`src/steer_pkg.sv`:
```
package steer_pkg;
    localparam logic [11:0] ADDR_STEER     = 12'h000;
    localparam logic [11:0] ADDR_UNIT_CTRL = 12'h004;
    localparam logic [11:0] ADDR_SHUTDOWN  = 12'h008;
    localparam logic [11:0] ADDR_STATUS    = 12'h00C;
    localparam logic [11:0] ADDR_PORT      = 12'h010;
    localparam logic [11:0] ADDR_PERIOD    = 12'h014;
    localparam logic [11:0] ADDR_DUTY      = 12'h018;
    localparam int STEER_SYNC_BIT = 4;
    localparam int NUM_PINS       = 4;
    localparam logic [4:0] STEER_RESET  = 5'h01;
    localparam logic [1:0] MODE_PWM_HI  = 2'h3;
    localparam logic [1:0] CFG_SINGLE   = 2'h0;
    localparam logic [7:0] UNIT_RESET   = 8'h00;
    localparam logic [7:0] PERIOD_RESET = 8'hFF;
    localparam logic [7:0] DUTY_RESET   = 8'h00;
    localparam logic [3:0] SHUT_RESET   = 4'h0;
    localparam int         SHUT_AC_LSB  = 2;
    localparam int         SHUT_BD_LSB  = 0;
    localparam logic [3:0] PORT_RESET   = 4'h0;
endpackage

```
`src/steer_period_timer.sv`:
```
`timescale 1ns/1ps
module steer_period_timer
    import steer_pkg::*;
#(
    parameter int WIDTH = 8
) (
    input  wire logic             pclk,
    input  wire logic             presetn,
    input  wire logic             run,
    input  wire logic [WIDTH-1:0] period,
    input  wire logic [WIDTH-1:0] duty,
    output logic                  period_start,
    output logic                  pwm_raw
);
    logic [WIDTH-1:0] count_q;
    logic [WIDTH-1:0] count_d;

    always_comb begin
        count_d = count_q;
        if (run) begin
            if (count_q >= period) begin
                count_d = '0;
            end else begin
                count_d = count_q + 1'b1;
            end
        end
    end

    always_ff @(posedge pclk or negedge presetn) begin
        if (!presetn) begin
            count_q <= '0;
        end else begin
            count_q <= count_d;
        end
    end

    // one-cycle pulse on wrap; stalls with run low
    assign period_start = run && (count_q >= period);
    assign pwm_raw      = count_q < duty;
endmodule

```
`src/pwm_pulse_steering.sv`:
```
`timescale 1ns/1ps
// Operation
// - steering acts only when mode high bits are 11 and output config is 00
// - set enable routes pwm to pin with mode low-bit polarity; clear gives port
// - sync bit zero: new steering applies right after the register write
// - sync bit one: new steering applies at next pwm period start
// - sleep freezes timer and pin outputs; registers still take writes; resume on wake
// - idle and other power states keep running on the supplied clock
// - on clock failure keep running and set oscillator fail flag
// - reset makes pins inputs and registers return to reset values
// - steering register top three bits read zero; reset value enables pin a only
// - shutdown forces only steered pins into their shutdown states
module pwm_pulse_steering
    import steer_pkg::*;
#(
    parameter int TW = 8
) (
    input  wire logic                pclk,
    input  wire logic                presetn,
    input  wire logic                psel,
    input  wire logic                penable,
    input  wire logic                pwrite,
    input  wire logic [11:0]         paddr,
    input  wire logic [31:0]         pwdata,
    input  wire logic [3:0]          pstrb,
    output logic      [31:0]         prdata,
    output logic                     pready,
    output logic                     pslverr,
    input  wire logic                sleep_req,
    input  wire logic                clock_fail,
    input  wire logic                shutdown_in,
    input  wire logic [NUM_PINS-1:0] pin_dir_in,
    output logic      [NUM_PINS-1:0] pin_out,
    output logic      [NUM_PINS-1:0] pin_oe_n
);
    logic [4:0]          steer_q, steer_d;
    logic [3:0]          active_q, active_d;
    logic [7:0]          unit_q, unit_d;
    logic [3:0]          shut_q, shut_d;
    logic [3:0]          port_q, port_d;
    logic [TW-1:0]       period_q, period_d;
    logic [TW-1:0]       duty_q, duty_d;
    logic                osc_fail_q, osc_fail_d;
    logic                pend_q, pend_d;
    logic [NUM_PINS-1:0] pin_out_q, pin_out_d;
    logic [NUM_PINS-1:0] oe_n_q, oe_n_d;
    logic [2:0]          sl_sync_q, cf_sync_q, sd_sync_q;
    logic [NUM_PINS-1:0] dir_s1_q, dir_s2_q;
    logic                sleeping, cfail, shut_act;
    logic [NUM_PINS-1:0] shut_tri, shut_lvl;
    logic                wr, rd, hit, steer_mode, period_start, pwm_raw, pwm_pol, run;

    // pin-side inputs cross through two flops before use
    always_ff @(posedge pclk or negedge presetn) begin
        if (!presetn) begin
            sl_sync_q <= '0;
            cf_sync_q <= '0;
            sd_sync_q <= '0;
            dir_s1_q  <= '1;
            dir_s2_q  <= '1;
        end else begin
            sl_sync_q <= {sl_sync_q[1:0], sleep_req};
            cf_sync_q <= {cf_sync_q[1:0], clock_fail};
            sd_sync_q <= {sd_sync_q[1:0], shutdown_in};
            dir_s1_q  <= pin_dir_in;
            dir_s2_q  <= dir_s1_q;
        end
    end
    assign sleeping = sl_sync_q[1];
    assign cfail    = cf_sync_q[2] == 1'b0 && cf_sync_q[1];
    assign shut_act = sd_sync_q[1];

    // single-output pwm only
    assign steer_mode = unit_q[3:2] == MODE_PWM_HI && unit_q[7:6] == CFG_SINGLE;
    // timer runs on whatever clock is supplied; stops only in sleep
    assign run = !sleeping;

    steer_period_timer #(
        .WIDTH(TW)
    ) u_timer (
        .pclk        (pclk),
        .presetn     (presetn),
        .run         (run),
        .period      (period_q),
        .duty        (duty_q),
        .period_start(period_start),
        .pwm_raw     (pwm_raw)
    );

    assign wr      = psel && penable && pwrite;
    assign rd      = psel && !pwrite;
    assign pready  = 1'b1;
    assign hit     = paddr == ADDR_STEER || paddr == ADDR_UNIT_CTRL || paddr == ADDR_SHUTDOWN
                  || paddr == ADDR_STATUS || paddr == ADDR_PORT || paddr == ADDR_PERIOD
                  || paddr == ADDR_DUTY;
    assign pslverr = psel && penable && !hit;
    assign pwm_pol = pwm_raw ^ unit_q[0];

    always_comb begin
        steer_d    = steer_q;
        unit_d     = unit_q;
        shut_d     = shut_q;
        port_d     = port_q;
        period_d   = period_q;
        duty_d     = duty_q;
        osc_fail_d = osc_fail_q | cfail;
        active_d   = active_q;
        pend_d     = pend_q;
        if (wr && pstrb[0]) begin
            case (paddr)
                ADDR_STEER: begin
                    steer_d = pwdata[4:0];
                    pend_d  = 1'b1;
                end
                ADDR_UNIT_CTRL: unit_d   = pwdata[7:0];
                ADDR_SHUTDOWN:  shut_d   = pwdata[3:0];
                ADDR_PORT:      port_d   = pwdata[3:0];
                ADDR_PERIOD:    period_d = pwdata[TW-1:0];
                ADDR_DUTY:      duty_d   = pwdata[TW-1:0];
                // set wins over a write-one clear
                ADDR_STATUS:    osc_fail_d = cfail | (osc_fail_q & ~pwdata[0]);
                default: ;
            endcase
        end
        // apply pending steering either now or at period wrap
        if (pend_q) begin
            if (!steer_q[STEER_SYNC_BIT]) begin
                active_d = steer_q[3:0];
                pend_d   = wr && pstrb[0] && paddr == ADDR_STEER;
            end else if (period_start) begin
                active_d = steer_q[3:0];
                pend_d   = wr && pstrb[0] && paddr == ADDR_STEER;
            end
        end
    end

    // pins a/c share one shutdown field, b/d the other
    for (genvar g = 0; g < NUM_PINS; g++) begin : g_shut_map
        localparam int LSB = (g % 2 == 0) ? SHUT_AC_LSB : SHUT_BD_LSB;
        assign shut_tri[g] = shut_q[LSB + 1];
        assign shut_lvl[g] = shut_q[LSB];
    end

    // frozen in sleep: pins keep their last value
    always_comb begin
        pin_out_d = pin_out_q;
        oe_n_d    = oe_n_q;
        if (!sleeping) begin
            for (int i = 0; i < NUM_PINS; i++) begin
                oe_n_d[i]    = dir_s2_q[i];
                pin_out_d[i] = port_q[i];
                if (steer_mode && active_q[i]) begin
                    pin_out_d[i] = pwm_pol;
                    if (shut_act) begin
                        if (shut_tri[i]) begin
                            oe_n_d[i] = 1'b1;
                        end else begin
                            pin_out_d[i] = shut_lvl[i];
                        end
                    end
                end
            end
        end
    end

    always_ff @(posedge pclk or negedge presetn) begin
        if (!presetn) begin
            steer_q    <= STEER_RESET;
            active_q   <= STEER_RESET[3:0];
            unit_q     <= UNIT_RESET;
            shut_q     <= SHUT_RESET;
            port_q     <= PORT_RESET;
            period_q   <= PERIOD_RESET[TW-1:0];
            duty_q     <= DUTY_RESET[TW-1:0];
            osc_fail_q <= 1'b0;
            pend_q     <= 1'b0;
            pin_out_q  <= '0;
            oe_n_q     <= '1;
        end else begin
            steer_q    <= steer_d;
            active_q   <= active_d;
            unit_q     <= unit_d;
            shut_q     <= shut_d;
            port_q     <= port_d;
            period_q   <= period_d;
            duty_q     <= duty_d;
            osc_fail_q <= osc_fail_d;
            pend_q     <= pend_d;
            pin_out_q  <= pin_out_d;
            oe_n_q     <= oe_n_d;
        end
    end

    assign pin_out  = pin_out_q;
    assign pin_oe_n = oe_n_q;

    always_comb begin
        prdata = '0;
        if (rd) begin
            case (paddr)
                ADDR_STEER:     prdata = {27'h0000000, steer_q};
                ADDR_UNIT_CTRL: prdata = {24'h000000, unit_q};
                ADDR_SHUTDOWN:  prdata = {28'h0000000, shut_q};
                ADDR_STATUS:    prdata = {25'h0, sleeping, shut_act, active_q, osc_fail_q};
                ADDR_PORT:      prdata = {28'h0000000, port_q};
                ADDR_PERIOD:    prdata = {{(32-TW){1'b0}}, period_q};
                ADDR_DUTY:      prdata = {{(32-TW){1'b0}}, duty_q};
                default:        prdata = '0;
            endcase
        end
    end

    for (genvar g = 0; g < NUM_PINS; g++) begin : g_pin_chk
        localparam int LSB = (g % 2 == 0) ? SHUT_AC_LSB : SHUT_BD_LSB;

    end
endmodule

```
`config.mk`:
```
export PLATFORM = sky130hd
export DESIGN_NAME = pwm_pulse_steering
export DESIGN_NICKNAME = d
export VERILOG_FILES = /design/src/steer_pkg.sv /design/src/steer_period_timer.sv /design/src/pwm_pulse_steering.sv
export SDC_FILE = /design/constraint.sdc
export NUM_CORES = 1
export LEC_CHECK = 0
export CAP_MARGIN = 25
export CORE_ASPECT_RATIO = 0.6
export CORE_UTILIZATION = 56
export CTS_BUF_LIST = sky130_fd_sc_hd__clkbuf_2 sky130_fd_sc_hd__clkbuf_4 sky130_fd_sc_hd__clkbuf_8
export DETAILED_ROUTE_END_ITERATION = 6
export DONT_BUFFER_PORTS = 1
export GPL_TIMING_DRIVEN = 0
export PLACE_DENSITY = 0.71
export SKIP_LAST_GASP = 1
export SLEW_MARGIN = 20
export SYNTH_ARGS = -nofsm -noshare
export SYNTH_HDL_FRONTEND = slang
export SYNTH_HIERARCHICAL = 1
export SYNTH_SLANG_ARGS = --single-unit
```
`constraint.sdc`:
```
create_clock -name pclk -period 3.47 [get_ports pclk]
set_input_delay 0.1735 -clock pclk [delete_from_list [all_inputs] [get_ports pclk]]
set_output_delay 0.1735 -clock pclk [all_outputs]
set_load 0.05 [all_outputs]
```
== After elaboration in Yosys (flattened, before gate mapping) ==
Cells that the tools add are included.

* Bits in registers: 74
* Latch bits: 0
* RAM bits: 0
* Memory bits (read-only): 0
* Input port bits: 60
* Output and inout port bits: 42
* Word-level logic and storage cells: 97
* Memories: 0

* Add/sub/neg operators: 1
* $mul: 0
* Divide/modulo/power cells: 0
* Order comparisons: 2
* Eq/ne operators: 8
* Shift operators: 0
* Multiplexer cells: 32
* Bitwise gates (word level): 6
* Reduce and logical (&&, ||, !) cells: 31

{| class="wikitable"
|+ Operator list
! cell !! number
|-
| $pmux 8 s7 || 1
|-
| $eq 12x5->1 const B || 3
|-
| $mux 32 || 1
|-
| $mux 1 || 27
|-
| $eq 12x4->1 const B || 2
|-
| $reduce_and 2->1 || 7
|-
| $logic_and 1x1->1 || 13
|-
| $eq 12x3->1 const B || 1
|-
| $logic_not 12->1 || 1
|-
| $add 8x1->8 const B || 1
|-
| $ge 8x8->1 || 1
|-
| $lt 8x8->1 || 1
|-
| $mux 4 || 2
|-
| $mux 8 || 1
|-
| $logic_or 1x1->1 || 6
|-
| $logic_not 1->1 || 3
|-
| $eq 2x2->1 const B || 1
|-
| $logic_not 2->1 || 1
|-
| $ne 2x1->1 const B || 1
|-
| $not 1->1 || 2
|-
| $or 1x1->1 || 2
|-
| $and 1x1->1 || 1
|-
| $xor 1x1->1 || 1
|}

== Depth between registers and ports, before layout ==
Gate-level depths: netlist (run 1).

* Depth after elaboration: 9
* Mapped depth: 10
* Depth with buffers taken out: 10

== Modules after synthesis ==
The synthesis (run 1) kept the hierarchy.

{| class="wikitable"
|+ Modules (own cells, without submodules)
! module !! instances !! cells an instance !! area each (µm²) !! sequential area each (µm²)
|-
| pwm_pulse_steering || 1 || 257 || 3,208.1 || 1,679.1
|-
| steer_period_timer || 1 || 94 || 769.5 || 200.2
|}

== Worst setup path before layout (run 1) ==
Ideal clock, no wire load.

* Kind: register to register
* Start point: reg period_q[2]
* End point: reg active_q[1]
* Setup time: 125 ps
* Data arrival time: 2,362 ps
* Data required time: 3,345 ps
* Slack: 983 ps
* Stages on the path, launching flop included: 9
* Path buffers: 0
* Clock period less this slack: 2,487 ps
* Path through: dfstp_2 -> inv_1 -> ha_1 -> a211oi_1 -> o21ai_1 -> a211oi_4 -> nor2b_2 -> o21ai_0 -> mux2_2

* Cells in the longest elaborated chain, start to end: 4

{| class="wikitable"
|+ RTL lines
! what !! RTL line !! source
|-
| start: declaration || pwm_pulse_steering.sv:41 || <nowiki>logic [TW-1:0] period_q, period_d;</nowiki>
|-
| start signal: assignment || pwm_pulse_steering.sv:173 || <nowiki>period_q <= PERIOD_RESET[TW-1:0];</nowiki>
|-
| start signal: assignment || pwm_pulse_steering.sv:185 || <nowiki>period_q <= period_d;</nowiki>
|-
| $ge 8x8->1 || steer_period_timer.sv:38 || <nowiki>assign period_start = run && (count_q >= period);</nowiki>
|-
| $logic_and 1x1->1 || steer_period_timer.sv:38 ||
|-
| via period_start || pwm_pulse_steering.sv:51 || <nowiki>logic wr, rd, hit, steer_mode, period_start, pwm_raw, pwm_pol, run;</nowiki>
|-
| $ne 2x1->1 (no source line) || n/a ||
|-
| $reduce_and 2->1 (no source line) || n/a ||
|-
| end signal: assignment || pwm_pulse_steering.sv:169 || <nowiki>active_q <= STEER_RESET[3:0];</nowiki>
|-
| end signal: assignment || pwm_pulse_steering.sv:181 || <nowiki>active_q <= active_d;</nowiki>
|-
| end: declaration || pwm_pulse_steering.sv:37 || <nowiki>logic [3:0] active_q, active_d;</nowiki>
|}

The timed path passes the listed nets, and every way through them passes these cells.
A chain may end at the register's enable or synchronous reset.

== Final worst setup path (run 1) ==
* Start point: reg period_q[2]
* End point: reg active_q[3]

Same word-level chain as after synthesis.

==> qor.csv, run 1 <==
stage;metric;value;unit
run_status;status;complete, no violations;
setup_path;Worst EP required;3720;ps
yosys;synth unique cells;50;
cts;Reg clk slew, reported paths;80;ps
yosys;synth top area cells;dfrtp_1, dfstp_2, mux2_2;
detailed_routing;Detailed Routing Iterations Pass 1;4;
global_route;M3 GR Usage;0.104;
layout;FF+latch area;1880;sq um
global_route;Tot GR Track Use;0.270;
sta;Setup Total Neg Slack;0;ps
yosys;EDFF count, synth;0;
power_and_ir_drop;peak supply drop;288;uV
yosys;Cells after Synth;351;
place;port buffer count;0;
sta;final period utilization;0.883;
sta;RSZ-0062 raised after global routing;false;
yosys;Mapped Avg Cell Area;11.3;sq um
layout;Multi-input gate area;1880;sq um
detailed_routing;1st-iter DRT viols;182;
cts;post-CTS setup buffers;0;
global_route;GRT busiest layer;met1;
sta;fmax;326;MHz
sta;max-slew violation count;0;
layout;layout cell share with drive strength beyond 1;0.309;
layout;nets;479;
place;pre-CTS WS;472;ps
place;GPL Wtd Cong;0.859;
sta;Final Critical Period;3060;ps
floorplan;initial core utilization;0.588;
global_route;largest net degree at the start of global routing;75;
cts;Num CTS Buffers;9;
layout;Layout area overhead;15.4;%
sta;Worst slew margin;0.265;
yosys;main flop type after synthesis;dfrtp_1;
cts;clk buf depth;2;
run;Max Cap Viol;0;
power_and_ir_drop;PwrDens;400;nW/um^2
cts;Clk Latency, worst-skew pair;370;ps
floorplan;# IOs;102;
cts;Root Buffer;clkbuf_8;
detailed_routing;Routed Antenna Nets;0;
setup_path;Crit Path Max Fanout;8;
setup_path;Reg2Reg Depth;8;
sta;skew final;13.6;ps
power_and_ir_drop;Leakage;2.12;nW
hold_path;min-delay worst type;in -> reg;
setup_path;startpoint types;flip-flop;
global_route;grt met1 use;0.407;
sta;Final setup viols;0;
floorplan;DIE HEIGHT;67.3;microns
setup_path;CP arrival;3310;ps
floorplan;die area;7450;sq um
cts;Num Clock Sinks;74;
floorplan;Core Box Area;6760;sq um
layout;diodes inserted;0;
yosys;Async SR Flop Fraction;1.00;
floorplan;# rows;23;
detailed_routing;DRC viols;0;
cts;post-CTS sizing;0;
yosys;post-synth top area share;0.327;
global_route;vias in the first global route;2711;
global_route;antenna violations before repair;1;
sta;Final Hold Fails;0;
yosys;Yosys warning count;6;
yosys;Synth Register Bits;74;
layout;Design Area, Final;4590;sq um
detailed_routing;via count;2794;
floorplan;Die Wd;111;microns
cts;CTS tree;done;
hold_path;Hold Path Depth;3;
detailed_routing;drt total wl;9.13;mm
cts;H-tree depth;3;
sta;min setup slack post-route;405;ps
yosys;Post-Syn Area;3980;sq um
yosys;register area share after synthesis;0.472;
place;Post-DP Area;4180;sq um
place;Final HPWL DP;6.62;mm
detailed_routing;Vias/cell;5.64;
yosys;Yosys top cell by area;dfrtp_1;
setup_path;critical path endpoint category;flip-flop;
setup_path;WS Path Type;reg -> reg;
global_route;gr ovfl total;0;
sta;actual slew at the worst max-slew pin;1120;ps
global_route;global-route wire length before repair;14.6;mm
layout;Filler cells;524;
global_route;GRT met2 Usage;0.350;
detailed_routing;WL per Instance;18.4;microns
## synthesized netlist by cell type, types with 4 or more instances
cell type,count
dfstp_2,22
mux2_2,44
a2bb2oi_1,6
nand2b_1,4
ha_1,16
o21ai_0,6
o21ai_1,8
nand2_1,14
nand3_1,12
buf_4,25
nand4_1,7
a21oi_1,8
o22ai_1,7
dfrtp_1,52
inv_1,23
nor2b_1,5
nor2_1,23
mux2i_1,12
clkbuf_1,4
## per-layer routing
metal / vias to the layer above / part of all wire
li1: 1301 / -
met1: 1350 / 0.49
met2: 133 / 0.39
met3: 10 / 0.12
met4: 0 / 0.011
met5: - / 0
## kinds of logic after synthesis
group                      share of synthesized area
adders and majority gates                     0.0503
AOI/OAI and AO/OA                             0.0956
xor gates and xnor gates                     0.00881
muxes                                          0.160
buffers and inverters                         0.0780
DFF                                            0.472
other                                        0.00189
and+or+nand+nor                                0.132
## critical path, stage by stage (launching register included)
cell	delay, ps
dfstp_2	550
inv_1	50
ha_1	300
a211oi_1	200
o21ai_1	160
a211oi_4	450
nor2b_2	140
o21ai_0	670
mux2_2	410
## final cells by class
| cell class | count | share of cell area |
|---|---|---|
| buffer | 33 | 0.0480 |
| clock buffer | 11 | 0.0302 |
| clock inverter | 5 | 0.0174 |
| inverter | 24 | 0.0196 |
| multi-input combinational | 243 | 0.409 |
| sequential | 74 | 0.409 |
| tap | 87 | 0.0237 |
| timing repair buffer | 18 | 0.0425 |
## metrics by stage
| stage | std cells | hold slack (ps) | power (mW) | utilization |
|---|---|---|---|---|
| global placement | 461 | -120 | 1.07 | 0.617 |
| CTS | 494 | 133 | 1.85 | 0.678 |
| floorplan | 374 | -122 | 1.05 | - |
| finish | 495 | 180 | 1.84 | 0.679 |
| global route | 495 | 176 | 1.90 | 0.679 |
| detailed placement | 461 | -120 | 1.07 | 0.618 |
## cell usage in the layout (no fill, tap or decap), drive strengths merged, types with 4 or more instances in the layout
cell type    netlist  routed
nor2              23      23
nand2             14      14
nand3             13      13
mux2              46      46
nor3               6       6
conb               2      25
clkbuf             4      15
ha                16      16
a211oi             4       4
o21ai             14      14
nor2b              6       6
mux2i             12      12
dlygate4sd3        0      16
o22ai              7       7
buf               29      31
nand2b             4       4
a21oi              8       8
dfrtp             52      52
nand4              7       7
inv               24      24
dfstp             22      22
a2bb2oi            6       6
## power breakdown
group          internal (mW)  switching, mW
clock                  0.420          0.323
combinational         0.0557          0.123
sequential             0.885         0.0305
total                   1.36          0.477
## final timing paths
| path | from | end | slack, ps |
|---|---|---|---|
| max in group asynchronous | presetn | period_q[3]$_DFFE_PN1P_ | 2770 |
| setup reg to reg | period_q[2]$_DFFE_PN1P_ | active_q[3]$_DFFE_PN0P_ | 410 |
| hold / removal | pwdata[0] | osc_fail_q$_DFF_PN0_ | 180 |
| setup / recovery | period_q[2]$_DFFE_PN1P_ | active_q[3]$_DFFE_PN0P_ | 410 |
| hold reg to reg | sd_sync_q[0]$_DFF_PN0_ | sd_sync_q[1]$_DFF_PN0_ | 350 |
| min in group asynchronous | presetn | port_q[2]$_DFFE_PN0P_ | 350 |
## registers in the layout (all words and copies together) (netlist names), 3 cells and up
signal / flops
steer_q: 5
u_timer/count_q: 8
dir_s1_q: 4
duty_q: 8
pin_out: 4
unit_q: 8
shut_q: 4
cf_sync_q: 3
period_q: 8
pin_oe_n: 4
active_q: 4
port_q: 4
dir_s2_q: 4
## what timing repair did
| item | CTS | global route |
|---|---|---|
| hold endpoints to repair | 118 | 0 |
| hold buffers | 17 | 0 |
| endpoints found under the setup margin | 0 | 0 |
No activity file was read; power rests on OpenSTA's default activity.
==> run 2: changes to the inputs <==
--- a/config.mk
+++ b/config.mk
@@ -12,9 +12,8 @@
 export DETAILED_ROUTE_END_ITERATION = 6
 export DONT_BUFFER_PORTS = 1
 export GPL_TIMING_DRIVEN = 0
-export PLACE_DENSITY = 0.71
+export PLACE_DENSITY = 0.74
 export SKIP_LAST_GASP = 1
-export SLEW_MARGIN = 20
 export SYNTH_ARGS = -nofsm -noshare
 export SYNTH_HDL_FRONTEND = slang
 export SYNTH_HIERARCHICAL = 1
==> constraint.sdc (replaced) <==
create_clock -name pclk -period 2.6 [get_ports pclk]
set_input_delay 0.13 -clock pclk [delete_from_list [all_inputs] [get_ports pclk]]
set_output_delay 0.13 -clock pclk [all_outputs]
set_load 0.05 [all_outputs]
==> run 2 against run 1 <==
Effect of this change:
- fmax increased by 26%
- highest routed layer unchanged
- design area decreased by 0.46%
- hold slack got worse by 42 ps
- critical path type unchanged
==> qor.csv, run 2 (synthesis results as in run 1) <==
stage;metric;value;unit;change
run_status;status;complete, no violations;;
layout;Design Area, Final;4570;sq um;-0.46%
detailed_routing;Routed Antenna Nets;0;;unchanged
layout;non-filler cells, final;496;;+0.20%
place;GPL Wtd Cong;0.900;;+4.8%
detailed_routing;WL per Instance;18.5;microns;+0.50%
detailed_routing;M1 WL;4.45;mm;+0.36%
cts;Clk Latency, worst-skew pair;360;ps;about the same
power_and_ir_drop;Design Power;2.31;mW;+26%
floorplan;# IOs;102;;unchanged
cts;Reg clk slew, reported paths;80;ps;about the same
sta;final hold slack;138;ps;-42.0 ps
layout;Final Util;0.676;;-0.00314
global_route;antenna violations before repair;0;;-1
floorplan;DIE HEIGHT;67.3;microns;unchanged
floorplan;die area;7450;sq um;unchanged
detailed_routing;Top Metal Used;met4;;
sta;min setup slack post-route;177;ps;-228 ps
sta;RSZ-0062 raised after global routing;false;;
setup_path;worst path cell trace;inv_1 -> ha_1 -> a211oi_1 -> o21ai_1 -> a211oi_4 -> nor2b_2 -> o21ai_2 -> mux2_2;;
cts;Num CTS Buffers;9;;unchanged
sta;Final Critical Period;2420;ps;-642 ps
layout;Filler cells;540;;+3.1%
setup_path;Worst EP required;2840;ps;-880 ps
place;Post-DP Area;4190;sq um;+0.18%
cts;CTS tree;done;;
detailed_routing;met2 wire len;3.67;mm;+4.2%
layout;most common cell after layout, fill and taps aside;dfrtp_1;;
setup_path;CP Buf/Inv Count;1;;unchanged
detailed_routing;DRC viols;0;;unchanged
power_and_ir_drop;PwrDens;505;nW/um^2;+26%
power_and_ir_drop;Leakage;2.12;nW;-0.17%
global_route;global-route wire length before repair;14.7;mm;+1.2%
place;Placed Cells;462;;+0.22%
sta;Setup Total Neg Slack;0;ps;unchanged
place;pre-CTS WS;-443;ps;-915 ps
sta;Final Hold Fails;0;;unchanged
place;port buffer count;0;;unchanged
global_route;gr ovfl total;0;;unchanged
detailed_routing;Vias/cell;5.66;;+0.33%
global_route;Tot GR Track Use;0.271;;+0.00120
floorplan;# rows;23;;unchanged
layout;layout cell share with drive strength beyond 1;0.313;;+0.00413
power_and_ir_drop;peak supply drop;490;uV;+70%
sta;Final setup viols;0;;unchanged
sta;actual slew at the worst max-slew pin;1130;ps;+6.61 ps
setup_path;CP top delay family;compound AO/OA/AOI/OAI gates;;
sta;Worst slew margin;0.261;;-0.00434
setup_path;WS Path Type;reg -> reg;;
setup_path;Max stage delay on crit path;540;ps;-130 ps
layout;diodes inserted;0;;unchanged
detailed_routing;met3 routed WL;1.01;mm;-5.8%
layout;most frequent cells in the layout;dfrtp_1, mux2_2, buf_4;;
cts;H-tree depth;3;;unchanged
detailed_routing;Detailed Routing Iterations Pass 1;4;;unchanged
hold_path;min-delay worst type;in -> reg;;
detailed_routing;drt total wl;9.19;mm;+0.70%
setup_path;startpoint types;flip-flop;;
detailed_routing;1st-iter DRT viols;190;;+4.4%
setup_path;Crit Path Max Fanout;5;;-3
setup_path;critical path endpoint category;flip-flop;;
sta;final period utilization;0.932;;+0.0487
sta;fmax;413;MHz;+26%
setup_path;Critical-path top delay cell;dfstp_2;;
setup_path;CP arrival;2660;ps;-650 ps
floorplan;initial core utilization;0.588;;unchanged
global_route;largest net degree at the start of global routing;75;;unchanged
layout;nets;480;;+0.21%
cts;Num Clock Sinks;74;;unchanged
detailed_routing;via count;2809;;+0.54%
global_route;vias in the first global route;2752;;+1.5%
cts;clk buf depth;2;;unchanged
run;Max Cap Viol;0;;unchanged
sta;skew final;10.4;ps;-3.14 ps
place;Final HPWL DP;6.66;mm;+0.63%
layout;Layout area overhead;14.9;%;
floorplan;Die Wd;111;microns;unchanged
floorplan;Core Box Area;6760;sq um;unchanged
cts;Root Buffer;clkbuf_8;;
sta;max-slew violation count;0;;unchanged
-- run 2: worst paths after layout --
check / cells after the start / from / to / slack, ps
min in group asynchronous: 2 / presetn / sd_sync_q[1]$_DFF_PN0_ / 310
hold reg to reg: 0 / sd_sync_q[0]$_DFF_PN0_ / sd_sync_q[1]$_DFF_PN0_ / 350
setup reg to reg: 8 / period_q[2]$_DFFE_PN1P_ / active_q[3]$_DFFE_PN0P_ / 180
max in group asynchronous: 2 / presetn / pin_oe_n[3]$_DFFE_PN1N_ / 1950
hold / removal: 3 / pwdata[0] / osc_fail_q$_DFF_PN0_ / 140
setup / recovery: 8 / period_q[2]$_DFFE_PN1P_ / active_q[3]$_DFFE_PN0P_ / 180
-- run 2: worst register-to-register path, stage by stage, from the launching register on --
cell and delay, ps:
dfstp_2 540, inv_1 50, ha_1 300, a211oi_1 200, o21ai_1 160, a211oi_4 250, nor2b_2 110, o21ai_2 310
mux2_2 390
-- run 2: layer usage --
layer,up-vias,global-route usage
li1,1304,-
met3,8,0.118
met4,0,0.0800
met5,-,0
met1,1358,0.387
met2,139,0.368
-- run 2: cell type report --
class                           count  area (sq um)  share of cell area
Tap cell                           87           109              0.0238
Sequential cell                    74          1880               0.411
Timing Repair Buffer               19           203              0.0443
Clock inverter                      2          12.5             0.00274
Buffer                             33           220              0.0482
Clock buffer                       14           174              0.0381
Multi-Input combinational cell    243          1880               0.412
Inverter                           24          90.1              0.0197
-- run 2: power breakdown --
group | internal (mW) | switching, mW | total [mW]
clock | 0.430 | 0.416 | 0.846
combinational | 0.0745 | 0.166 | 0.241
sequential | 1.18 | 0.0411 | 1.22
-- run 2: what timing repair did --
| action | in CTS | in global routing |
|---|---|---|
| endpoints found under the hold margin | 118 | 0 |
| endpoints found under the setup margin | 4 | 0 |
| resized for setup | 2 | 0 |
| hold buffers | 17 | 0 |
| buffers inserted | 1 | 0 |
